File: src/verilog/mbh_pkg.sv
// shared constants and carrier types for the serial write and loop-back
// handler; assumes byte-wide frames already stripped of character framing
`default_nettype none

package mbh_pkg;

  // ----------------------------------------------------------------------
  // function codes and fixed field values
  // ----------------------------------------------------------------------
  localparam logic [7:0]  FC_WRITE_ONE  = 8'h06;
  localparam logic [7:0]  FC_DIAG       = 8'h08;
  localparam logic [7:0]  FC_WRITE_MANY = 8'h10;
  localparam logic [15:0] DIAG_ECHO_SUB = 16'h0000;
  localparam logic [7:0]  BCAST_ADDR    = 8'h00;

  // ----------------------------------------------------------------------
  // frame geometry
  // ----------------------------------------------------------------------
  localparam int          MAX_REGS      = 125;
  localparam logic [15:0] MAX_REGS_W    = 16'h007d;
  localparam logic [7:0]  BC_MIN        = 8'h02;
  localparam logic [7:0]  BC_MAX        = 8'hfa;
  localparam logic [8:0]  FIXED_LEN     = 9'h008;
  localparam logic [8:0]  MANY_HDR_LEN  = 9'h007;
  localparam logic [8:0]  MANY_OVERHEAD = 9'h009;
  localparam logic [8:0]  MIN_LEN       = 9'h004;
  localparam logic [8:0]  LEN_SAT       = 9'h1ff;
  localparam int          HDR_BYTES     = 8;
  localparam int          ECHO_CRC_IDX  = 6;

  // ----------------------------------------------------------------------
  // crc-16 with reflected polynomial; a good frame leaves zero behind
  // ----------------------------------------------------------------------
  localparam logic [15:0] CRC_INIT      = 16'hffff;
  localparam logic [15:0] CRC_POLY      = 16'ha001;
  localparam logic [15:0] CRC_GOOD      = 16'h0000;

  // ----------------------------------------------------------------------
  // writable holding register windows (field values, base 40001)
  // ----------------------------------------------------------------------
  localparam logic [15:0] SYS_LO        = 16'h0000;
  localparam logic [15:0] SYS_HI        = 16'h00c7;
  localparam logic [15:0] PAR_LO        = 16'h03e7;
  localparam logic [15:0] PAR_HI        = 16'h1fff;

  // ----------------------------------------------------------------------
  // carriers
  // ----------------------------------------------------------------------
  typedef struct packed {
    logic       valid;
    logic       last;
    logic       err;
    logic [7:0] data;
  } mbh_rx_type;

  typedef struct packed {
    logic       valid;
    logic [7:0] data;
  } mbh_tx_type;

  typedef struct packed {
    logic        en;
    logic [15:0] addr;
    logic [15:0] data;
  } mbh_wr_type;

endpackage

`default_nettype wire

File: src/verilog/mbh_crc16.sv
// one-byte step of the frame check sequence, purely combinational
// assumes the caller holds the running value in its own register
`timescale 1ns/1ns
`default_nettype none

module mbh_crc16
  import mbh_pkg::*;
(
  input  wire logic [15:0] crc_in,   // running value before this byte
  input  wire logic [7:0]  data,     // byte entering the check
  output logic      [15:0] crc_out   // running value after this byte
);

  // ----------------------------------------------------------------------
  // eight shift steps, lsb first
  // ----------------------------------------------------------------------
  always_comb
  begin
    crc_out = crc_in ^ {8'h00, data};
    for (int b = 0; b < 8; b++)
    begin
      if (crc_out[0])
        crc_out = (crc_out >> 1) ^ CRC_POLY;
      else
        crc_out = crc_out >> 1;
    end
  end

endmodule

`default_nettype wire

File: src/verilog/mbh_handler.sv
// slave-side handler for single write, loop-back and multiple write
// queries; assumes bytes arrive already deframed, with last marking the
// end-of-frame gap and err flagging parity, framing or overrun trouble
//
// How it works
// - function 06 writes one two-byte value
// - address field is register number minus 40001
// - address 0 broadcast accepted for writes
// - never reply to a broadcast query
// - single write reply echoes query bytes exactly
// - diagnostic subfunction 0000 echoes query unchanged
// - loop-back data is any two bytes, unchecked
// - multiple write names at most 125 registers
// - byte count equals twice count, 02..fa
// - multiple write reply: header fields plus crc
// - single write reaches only writable areas
// - crc trails frame, low byte first
// - errored queries are dropped without reply
`timescale 1ns/1ns
`default_nettype none

module mbh_handler
  import mbh_pkg::*;
#(
  parameter logic [15:0] SYS_WIN_LO = SYS_LO, // system variable window
  parameter logic [15:0] SYS_WIN_HI = SYS_HI,
  parameter logic [15:0] PAR_WIN_LO = PAR_LO, // drive parameter window
  parameter logic [15:0] PAR_WIN_HI = PAR_HI
)
(
  input  wire logic       core_clk,     // system clock, 250 MHz
  input  wire logic       sys_rst,      // async reset, high
  input  wire logic [7:0] station_addr, // own station address
  input  wire mbh_rx_type rx,           // received byte stream
  input  wire logic       tx_ready,     // reply sink takes byte
  output mbh_tx_type      tx,           // reply byte stream
  output mbh_wr_type      wr,           // holding register write
  output logic            busy          // query being processed
);

  // ----------------------------------------------------------------------
  // states
  // ----------------------------------------------------------------------
  typedef enum logic [2:0] {
    ST_RECV  = 3'b000,
    ST_CHECK = 3'b001,
    ST_WRITE = 3'b010,
    ST_SEND  = 3'b011,
    ST_DRAIN = 3'b100
  } mbh_state_type;

  mbh_state_type state_reg;
  mbh_state_type state_next;

  // ----------------------------------------------------------------------
  // receive side storage
  // ----------------------------------------------------------------------
  logic [7:0]  hdr_reg [0:HDR_BYTES-1];
  logic [7:0]  data_mem [0:2*MAX_REGS-1];
  logic [8:0]  len_reg;
  logic        err_reg;
  logic [15:0] crc_reg;
  logic [15:0] crc_next;
  logic [8:0]  data_idx;

  // ----------------------------------------------------------------------
  // decision and write sequencing
  // ----------------------------------------------------------------------
  logic        bcast_reg;
  logic        many_reg;
  logic [6:0]  wr_idx_reg;
  logic [6:0]  wr_last_reg;
  logic        tx_load_reg;
  logic        tx_busy;

  // ----------------------------------------------------------------------
  // field views of the stored header, high byte first
  // ----------------------------------------------------------------------
  logic [7:0]  fc;
  logic [15:0] addr_field;
  logic [15:0] word_field;
  logic [7:0]  bc_field;
  logic        is_bcast;
  logic        is_mine;
  logic        frame_ok;
  logic        one_ok;
  logic        diag_ok;
  logic        many_ok;
  logic [15:0] wr_addr_next;
  logic [15:0] wr_data_next;
  logic [63:0] echo_frame;

  assign fc         = hdr_reg[1];
  assign addr_field = {hdr_reg[2], hdr_reg[3]};
  assign word_field = {hdr_reg[4], hdr_reg[5]};
  assign bc_field   = hdr_reg[6];
  assign data_idx   = len_reg - MANY_HDR_LEN;

  mbh_crc16 u_rx_crc
  (
    .crc_in  (crc_reg),
    .data    (rx.data),
    .crc_out (crc_next)
  );

  // ----------------------------------------------------------------------
  // writable area test; monitor and fault history fall outside both
  // ----------------------------------------------------------------------
  function automatic logic writable(input logic [15:0] a);
    writable = (a >= SYS_WIN_LO && a <= SYS_WIN_HI) ||
               (a >= PAR_WIN_LO && a <= PAR_WIN_HI);
  endfunction

  // ----------------------------------------------------------------------
  // byte intake; only taken while idle, so bytes arriving mid-processing
  // are lost and the broken remainder later fails its crc
  // ----------------------------------------------------------------------
  always_ff @(posedge core_clk or posedge sys_rst)
  begin
    if (sys_rst)
    begin
      len_reg <= 9'h000;
      err_reg <= 1'b0;
      crc_reg <= CRC_INIT;
    end
    else if (state_reg != ST_RECV)
    begin
      len_reg <= 9'h000;
      err_reg <= 1'b0;
      crc_reg <= CRC_INIT;
    end
    else if (rx.valid)
    begin
      if (len_reg != LEN_SAT)
        len_reg <= len_reg + 9'h001;
      err_reg <= err_reg | rx.err;
      crc_reg <= crc_next;
    end
  end

  // ----------------------------------------------------------------------
  // header bytes kept for the echo and the field decode
  // ----------------------------------------------------------------------
  always_ff @(posedge core_clk or posedge sys_rst)
  begin
    if (sys_rst)
    begin
      for (int i = 0; i < HDR_BYTES; i++)
        hdr_reg[i] <= 8'h00;
    end
    else if (state_reg == ST_RECV && rx.valid && len_reg < 9'(HDR_BYTES))
      hdr_reg[len_reg[2:0]] <= rx.data;
  end

  // ----------------------------------------------------------------------
  // multiple write data held whole; nothing may be written before the
  // crc has been seen, which costs a 250 byte store
  // ----------------------------------------------------------------------
  always_ff @(posedge core_clk)
  begin
    if (state_reg == ST_RECV && rx.valid && fc == FC_WRITE_MANY &&
        len_reg >= MANY_HDR_LEN && data_idx < 9'(2 * MAX_REGS))
      data_mem[data_idx[7:0]] <= rx.data;
  end

  // ----------------------------------------------------------------------
  // query acceptance
  // ----------------------------------------------------------------------
  always_comb
  begin
    is_bcast = hdr_reg[0] == BCAST_ADDR;
    is_mine  = hdr_reg[0] == station_addr;
    frame_ok = !err_reg && crc_reg == CRC_GOOD &&
               len_reg >= MIN_LEN &&
               (is_mine || is_bcast);
    one_ok   = fc == FC_WRITE_ONE && len_reg == FIXED_LEN;
    diag_ok  = fc == FC_DIAG && len_reg == FIXED_LEN &&
               addr_field == DIAG_ECHO_SUB &&
               !is_bcast;
    many_ok  = fc == FC_WRITE_MANY &&
               word_field != 16'h0000 &&
               word_field <= MAX_REGS_W &&
               {8'h00, bc_field} == {word_field[14:0], 1'b0} &&
               bc_field >= BC_MIN && bc_field <= BC_MAX &&
               len_reg == MANY_OVERHEAD + {1'b0, bc_field};
  end

  // ----------------------------------------------------------------------
  // next state
  // ----------------------------------------------------------------------
  always_comb
  begin
    state_next = state_reg;
    case (state_reg)
      ST_RECV:
        if (rx.valid && rx.last)
          state_next = ST_CHECK;
      ST_CHECK:
        if (frame_ok && (one_ok || many_ok))
          state_next = ST_WRITE;
        else if (frame_ok && diag_ok)
          state_next = ST_SEND;
        else
          state_next = ST_RECV;
      ST_WRITE:
        if (wr_idx_reg == wr_last_reg)
          state_next = bcast_reg ? ST_RECV : ST_SEND;
      ST_SEND:
        state_next = ST_DRAIN;
      ST_DRAIN:
        if (!tx_busy)
          state_next = ST_RECV;
      default:
        state_next = ST_RECV;
    endcase
  end

  // ----------------------------------------------------------------------
  // state and busy flag; busy tells the master side when the processing
  // time of a silent broadcast is over
  // ----------------------------------------------------------------------
  always_ff @(posedge core_clk or posedge sys_rst)
  begin
    if (sys_rst)
    begin
      state_reg <= ST_RECV;
      busy      <= 1'b0;
    end
    else
    begin
      state_reg <= state_next;
      busy      <= state_next != ST_RECV;
    end
  end

  // ----------------------------------------------------------------------
  // decision latch, taken in the check cycle
  // ----------------------------------------------------------------------
  always_ff @(posedge core_clk or posedge sys_rst)
  begin
    if (sys_rst)
    begin
      bcast_reg   <= 1'b0;
      many_reg    <= 1'b0;
      wr_last_reg <= 7'h00;
    end
    else if (state_reg == ST_CHECK)
    begin
      bcast_reg   <= is_bcast;
      many_reg    <= fc == FC_WRITE_MANY;
      wr_last_reg <= (fc == FC_WRITE_MANY) ?
                     word_field[6:0] - 7'h01 : 7'h00;
    end
  end

  // ----------------------------------------------------------------------
  // write index walks the registers in ascending order
  // ----------------------------------------------------------------------
  always_ff @(posedge core_clk or posedge sys_rst)
  begin
    if (sys_rst)
      wr_idx_reg <= 7'h00;
    else if (state_reg == ST_WRITE)
      wr_idx_reg <= wr_idx_reg + 7'h01;
    else
      wr_idx_reg <= 7'h00;
  end

  // ----------------------------------------------------------------------
  // write data: the field value is the register offset, register number
  // being offset plus 40001, so the map needs no subtraction
  // ----------------------------------------------------------------------
  always_comb
  begin
    wr_addr_next = addr_field + {9'h000, wr_idx_reg};
    if (many_reg)
      wr_data_next = {data_mem[{wr_idx_reg, 1'b0}],
                      data_mem[{wr_idx_reg, 1'b1}]};
    else
      wr_data_next = word_field;
  end

  // ----------------------------------------------------------------------
  // write strobe; words outside the writable windows are dropped quietly
  // so one bad register does not spoil a block write
  // ----------------------------------------------------------------------
  always_ff @(posedge core_clk or posedge sys_rst)
  begin
    if (sys_rst)
      wr <= '0;
    else
    begin
      wr.en   <= state_reg == ST_WRITE && writable(wr_addr_next);
      wr.addr <= wr_addr_next;
      wr.data <= wr_data_next;
    end
  end

  // ----------------------------------------------------------------------
  // reply: echo of the stored query, or header plus fresh crc
  // ----------------------------------------------------------------------
  assign echo_frame = {hdr_reg[0], hdr_reg[1], hdr_reg[2], hdr_reg[3],
                       hdr_reg[4], hdr_reg[5], hdr_reg[6], hdr_reg[7]};

  always_ff @(posedge core_clk or posedge sys_rst)
  begin
    if (sys_rst)
      tx_load_reg <= 1'b0;
    else
      tx_load_reg <= state_next == ST_SEND;
  end

  mbh_tx u_tx
  (
    .core_clk (core_clk),
    .sys_rst  (sys_rst),
    .load     (tx_load_reg),
    .gen_crc  (many_reg),
    .frame    (echo_frame),
    .tx_ready (tx_ready),
    .tx       (tx),
    .busy     (tx_busy)
  );

endmodule

`default_nettype wire

File: src/verilog/mbh_tx.sv
// reply sender: shifts out an eight byte frame with ready back-pressure
// assumes load only while idle; gen_crc replaces the last two bytes
`timescale 1ns/1ns
`default_nettype none

module mbh_tx
  import mbh_pkg::*;
(
  input  wire logic       core_clk,  // system clock
  input  wire logic       sys_rst,   // async reset, high
  input  wire logic       load,      // take frame, one cycle
  input  wire logic       gen_crc,   // compute crc over bytes 0..5
  input  wire logic [63:0] frame,    // byte 0 in the top lane
  input  wire logic       tx_ready,  // sink takes current byte
  output mbh_tx_type      tx,        // byte out, held until taken
  output logic            busy       // frame in flight
);

  logic [63:0] sh_reg;
  logic [3:0]  idx_reg;
  logic        gen_reg;
  logic [15:0] crc_reg;
  logic [15:0] crc_next;
  logic [7:0]  byte_next;

  mbh_crc16 u_crc
  (
    .crc_in  (crc_reg),
    .data    (sh_reg[63:56]),
    .crc_out (crc_next)
  );

  // ----------------------------------------------------------------------
  // byte selection: crc goes low byte first, then high byte
  // ----------------------------------------------------------------------
  always_comb
  begin
    byte_next = sh_reg[63:56];
    if (gen_reg && idx_reg == 4'(ECHO_CRC_IDX))
      byte_next = crc_reg[7:0];
    else if (gen_reg && idx_reg == 4'(ECHO_CRC_IDX + 1))
      byte_next = crc_reg[15:8];
  end

  // ----------------------------------------------------------------------
  // shifter; a byte moves only when the slot is empty or being taken
  // ----------------------------------------------------------------------
  always_ff @(posedge core_clk or posedge sys_rst)
  begin
    if (sys_rst)
    begin
      sh_reg   <= 64'h0;
      idx_reg  <= 4'h0;
      gen_reg  <= 1'b0;
      crc_reg  <= CRC_INIT;
      busy     <= 1'b0;
      tx       <= '0;
    end
    else if (!busy)
    begin
      if (load)
      begin
        sh_reg  <= frame;
        idx_reg <= 4'h0;
        gen_reg <= gen_crc;
        crc_reg <= CRC_INIT;
        busy    <= 1'b1;
      end
    end
    else if (!tx.valid || tx_ready)
    begin
      if (idx_reg == 4'(HDR_BYTES))
      begin
        tx.valid <= 1'b0;
        busy     <= 1'b0;
      end
      else
      begin
        tx.valid <= 1'b1;
        tx.data  <= byte_next;
        sh_reg   <= {sh_reg[55:0], 8'h00};
        idx_reg  <= idx_reg + 4'h1;
        if (idx_reg < 4'(ECHO_CRC_IDX))
          crc_reg <= crc_next;
      end
    end
  end

endmodule

`default_nettype wire
File: config.mk
export PLATFORM = sky130hd
export DESIGN_NAME = mbh_handler
export DESIGN_NICKNAME = d
export VERILOG_FILES = /design/src/verilog/mbh_pkg.sv /design/src/verilog/mbh_crc16.sv /design/src/verilog/mbh_handler.sv /design/src/verilog/mbh_tx.sv
export SDC_FILE = /design/constraint.sdc
export NUM_CORES = 2
export LEC_CHECK = 0
export ABC_CLOCK_PERIOD_IN_PS = 9500
export BUFFER_PORTS_ARGS = -buffer_cell sky130_fd_sc_hd__buf_4
export CORE_UTILIZATION = 30
export DETAILED_ROUTE_END_ITERATION = 8
export SKIP_CTS_REPAIR_TIMING = 1
export SLEW_MARGIN = 5
export SYNTH_ARGS = -nofsm -noshare
export SYNTH_HDL_FRONTEND = slang
export SYNTH_SLANG_ARGS = --single-unit
File: constraint.sdc
create_clock -name core_clk -period 9.5 [get_ports core_clk]
set_input_delay 0.95 -clock core_clk [delete_from_list [all_inputs] [get_ports core_clk]]
set_output_delay 0.95 -clock core_clk [all_outputs]
set_load 0.01 [all_outputs]
==> impl_metrics.env <==
export IMPL_fmax_mhz=208
export IMPL_drive_above_1_share_pct=24.9
export IMPL_htree_levels=4
export IMPL_die_h_um=547
export IMPL_synth_compound_gate_area_share_pct=1.52
export IMPL_ys_async_sr_fraction_pct=10.7
export IMPL_yosysWarnings=0
export IMPL_start_util_pct=30.2
export IMPL_yosysTopAreaCell="edfxtp_1"
export IMPL_wire_per_inst_um=24.6
export IMPL_slew_headroom_pct=20.6
export IMPL_track_usage_pct=14.1
export IMPL_tightest_slew_ns=1.18
export IMPL_synth_xor_xnor_area_share_pct=1.15
export IMPL_die_w_um=547
export IMPL_hp_class="in -> async"
export IMPL_grt_max_degree=150
export IMPL_dpl_hpwl_mm=130
export IMPL_path_clk_slew_ns=0.06
export IMPL_cts_buffers=220
export IMPL_hold_ws_ns=0.207
export IMPL_synthAdderAreaFrac_pct=0.318
export IMPL_fin_skew_ns=0.0372
export IMPL_synth_seq_cells=2239
export IMPL_mostFrequentLayoutCell="edfxtp_1"
export IMPL_synth_edf_count=2000
export IMPL_grt_pass1_vias=43600
export IMPL_largest_reg_flops=2000
export IMPL_viasPerCell=4.96
export IMPL_power_density_nw_per_um2=221
export IMPL_grt_pass1_wl_mm=311
export IMPL_synth_nets=4461
export IMPL_drtIter0Drc=4673
export IMPL_run_status="finished clean"
export IMPL_syn2layout_area_growth_pct=13.5
export IMPL_drtPass1Iterations=6
export IMPL_critPathMaxFanout=16
export IMPL_ys_flop_type="edfxtp_1"
export IMPL_cp_start_kind="flop"
export IMPL_avgSynthCellArea_um2=20.1
export IMPL_setup_tns_ns=0
export IMPL_vias=42800
export IMPL_path_class="reg -> reg"
export IMPL_synth_top_area_share_pct=67.5
export IMPL_synthMuxAreaShare_pct=17.9
export IMPL_rsz0062_at_grt="false"
export IMPL_final_period_utilization_pct=50.7
export IMPL_clock_latency_ns=0.85
export IMPL_drv_cap=0
export IMPL_irDropWorstVdd_mv=0.204
export IMPL_synth_simple_area_share_pct=3.39
export IMPL_cts_path_max_buffers=3
export IMPL_die_area_um2=299000
export IMPL_final_cell_mix="2000 x edfxtp_1, 608 x mux4_2, 317 x nor2_1"
export IMPL_drv_slew=0
export IMPL_rows=199
export IMPL_cts_tree="done"
export IMPL_required_ns=9.97
export IMPL_finalSetupViolations=0
export IMPL_synth_top_family_by_area="multiplexers"
export IMPL_drc=0
export IMPL_cts_sinks=2239
export IMPL_postRouteAntennaNets=0
export IMPL_syn_inst=4417
export IMPL_ys_types=67
export IMPL_antenna_found_initial=12
export IMPL_cts_root_buf="clkbuf_16"
export IMPL_synth_area_um2=89000
export IMPL_fin_crit_ns=4.82
export IMPL_io_buffers=64
export IMPL_synth_area_leaders="edfxtp_1 67%, mux4_2 15%, dfrtp_1 5.8%"
export IMPL_coreArea_um2=295000
export IMPL_ios=65
export IMPL_grt_overflow=0
export IMPL_ys_seq_area_share_pct=74.3
export IMPL_hold_viol=0
export IMPL_crit_arrival_ns=5.29
export IMPL_endpoint_kind="flop"
export IMPL_fin_nets=4564
export IMPL_routed_wl_mm=212
export IMPL_p_total_mw=22.3
export IMPL_power_leakage_nw=30.7
export IMPL_gp_congestion=0.810
-- report_power, final --
group | internal (mW) | switching (mW)
logic | 0.828 | 1.29
registers | 11.2 | 0.498
clock network | 4.81 | 3.72
total | 16.8 | 5.50
-- final timing paths --
| check | startpoint | end | slack, ns | cells after the start |
|---|---|---|---|---|
| max | len_reg[1]$_DFFE_PP0P_ | data_mem[48][2]$_DFFE_PP_ | 4.68 | 8 |
| min | sys_rst | wr[18]$_DFF_PP0_ | 0.21 | 2 |
| max reg2reg | len_reg[1]$_DFFE_PP0P_ | data_mem[48][2]$_DFFE_PP_ | 4.68 | 8 |
| min reg2reg | u_tx.crc_reg[11]$_DFFE_PP1P_ | u_tx.crc_reg[3]$_DFFE_PP1P_ | 0.45 | 2 |
| max in group asynchronous | sys_rst | wr_idx_reg[0]$_DFF_PP0_ | 7.73 | 3 |
| min in group core_clk | rx[8] | err_reg$_DFFE_PP0P_ | 0.39 | 3 |
-- worst max-delay path: stages (launching register included) --
cell	delay, ns
dfrtp_1	0.52
ha_1	0.33
a2111o_1	0.48
and3_1	0.21
a21oi_1	0.22
o311ai_1	0.33
nor2_1	0.59
nand2_1	0.82
nor2_1	0.91
-- synth_stat cells, types with 3 or more instances --
cell type,count
nand3_1,32
nand3b_1,4
o21ai_1,16
or3_1,23
edfxtp_1,2000
o31ai_1,9
clkbuf_1,112
buf_6,12
nand2_1,221
mux4_2,608
buf_2,93
nand4_1,10
o22ai_1,18
and3_1,11
ha_1,21
nor4_1,17
inv_1,28
or2_2,3
a211oi_1,3
nand2b_1,8
buf_4,5
and2_1,5
xnor2_1,79
a21o_1,4
dfrtp_1,207
dfstp_2,32
nor3b_1,5
nor2_1,318
buf_1,32
nor3_2,3
mux2_2,55
xor2_1,35
a22oi_1,18
a21oi_1,19
nor2b_1,7
nor3_1,21
mux2i_1,163
o21ai_0,124
-- logic make-up (layout without fill, tap and decap cells) --
| kind of cell | count (synthesis) | count (layout) |
|---|---|---|
| other | 0 | 1 |
| DFF | 2239 | 2239 |
| xor gates and xnor gates | 115 | 115 |
| AOI/OAI and AO/OA | 233 | 233 |
| buffers and inverters | 282 | 576 |
| muxes | 826 | 826 |
| and+or+nand+nor | 700 | 700 |
| adders and majority gates | 22 | 22 |
-- metrics by stage --
stage / area (µm²) / worst slack (ns) / instances / utilization (%)
global route: 101000 / 4.57 / 8630 / 34.3
global placement: 93900 / 4.91 / 8217 / 31.9
floorplan: 89000 / 2.04 / 4417 / -
detailed placement: 93900 / 4.85 / 8217 / 31.9
CTS: 101000 / 4.80 / 8630 / 34.3
finish: 101000 / 4.68 / 8631 / 34.3
-- area by class of cell --
class	instances	area (µm²)
clock buffers	268	5800
well taps	3919	4900
diodes	1	2.50
clock inverters	145	1250
flip-flops and latches	2239	66100
repair buffers	135	1160
inverters	28	113
fillers	27300	194000
multi-input cells	1896	21700
-- metal layers --
metal  track usage (%)  wire, µm  share of wire, %
met2              21.6     97500                46
met5                 0        13            0.0061
met4              3.08      3890               1.8
met3              3.10     16600               7.8
met1              20.4     94400                44
No activity file was read; power rests on OpenSTA's default activity.
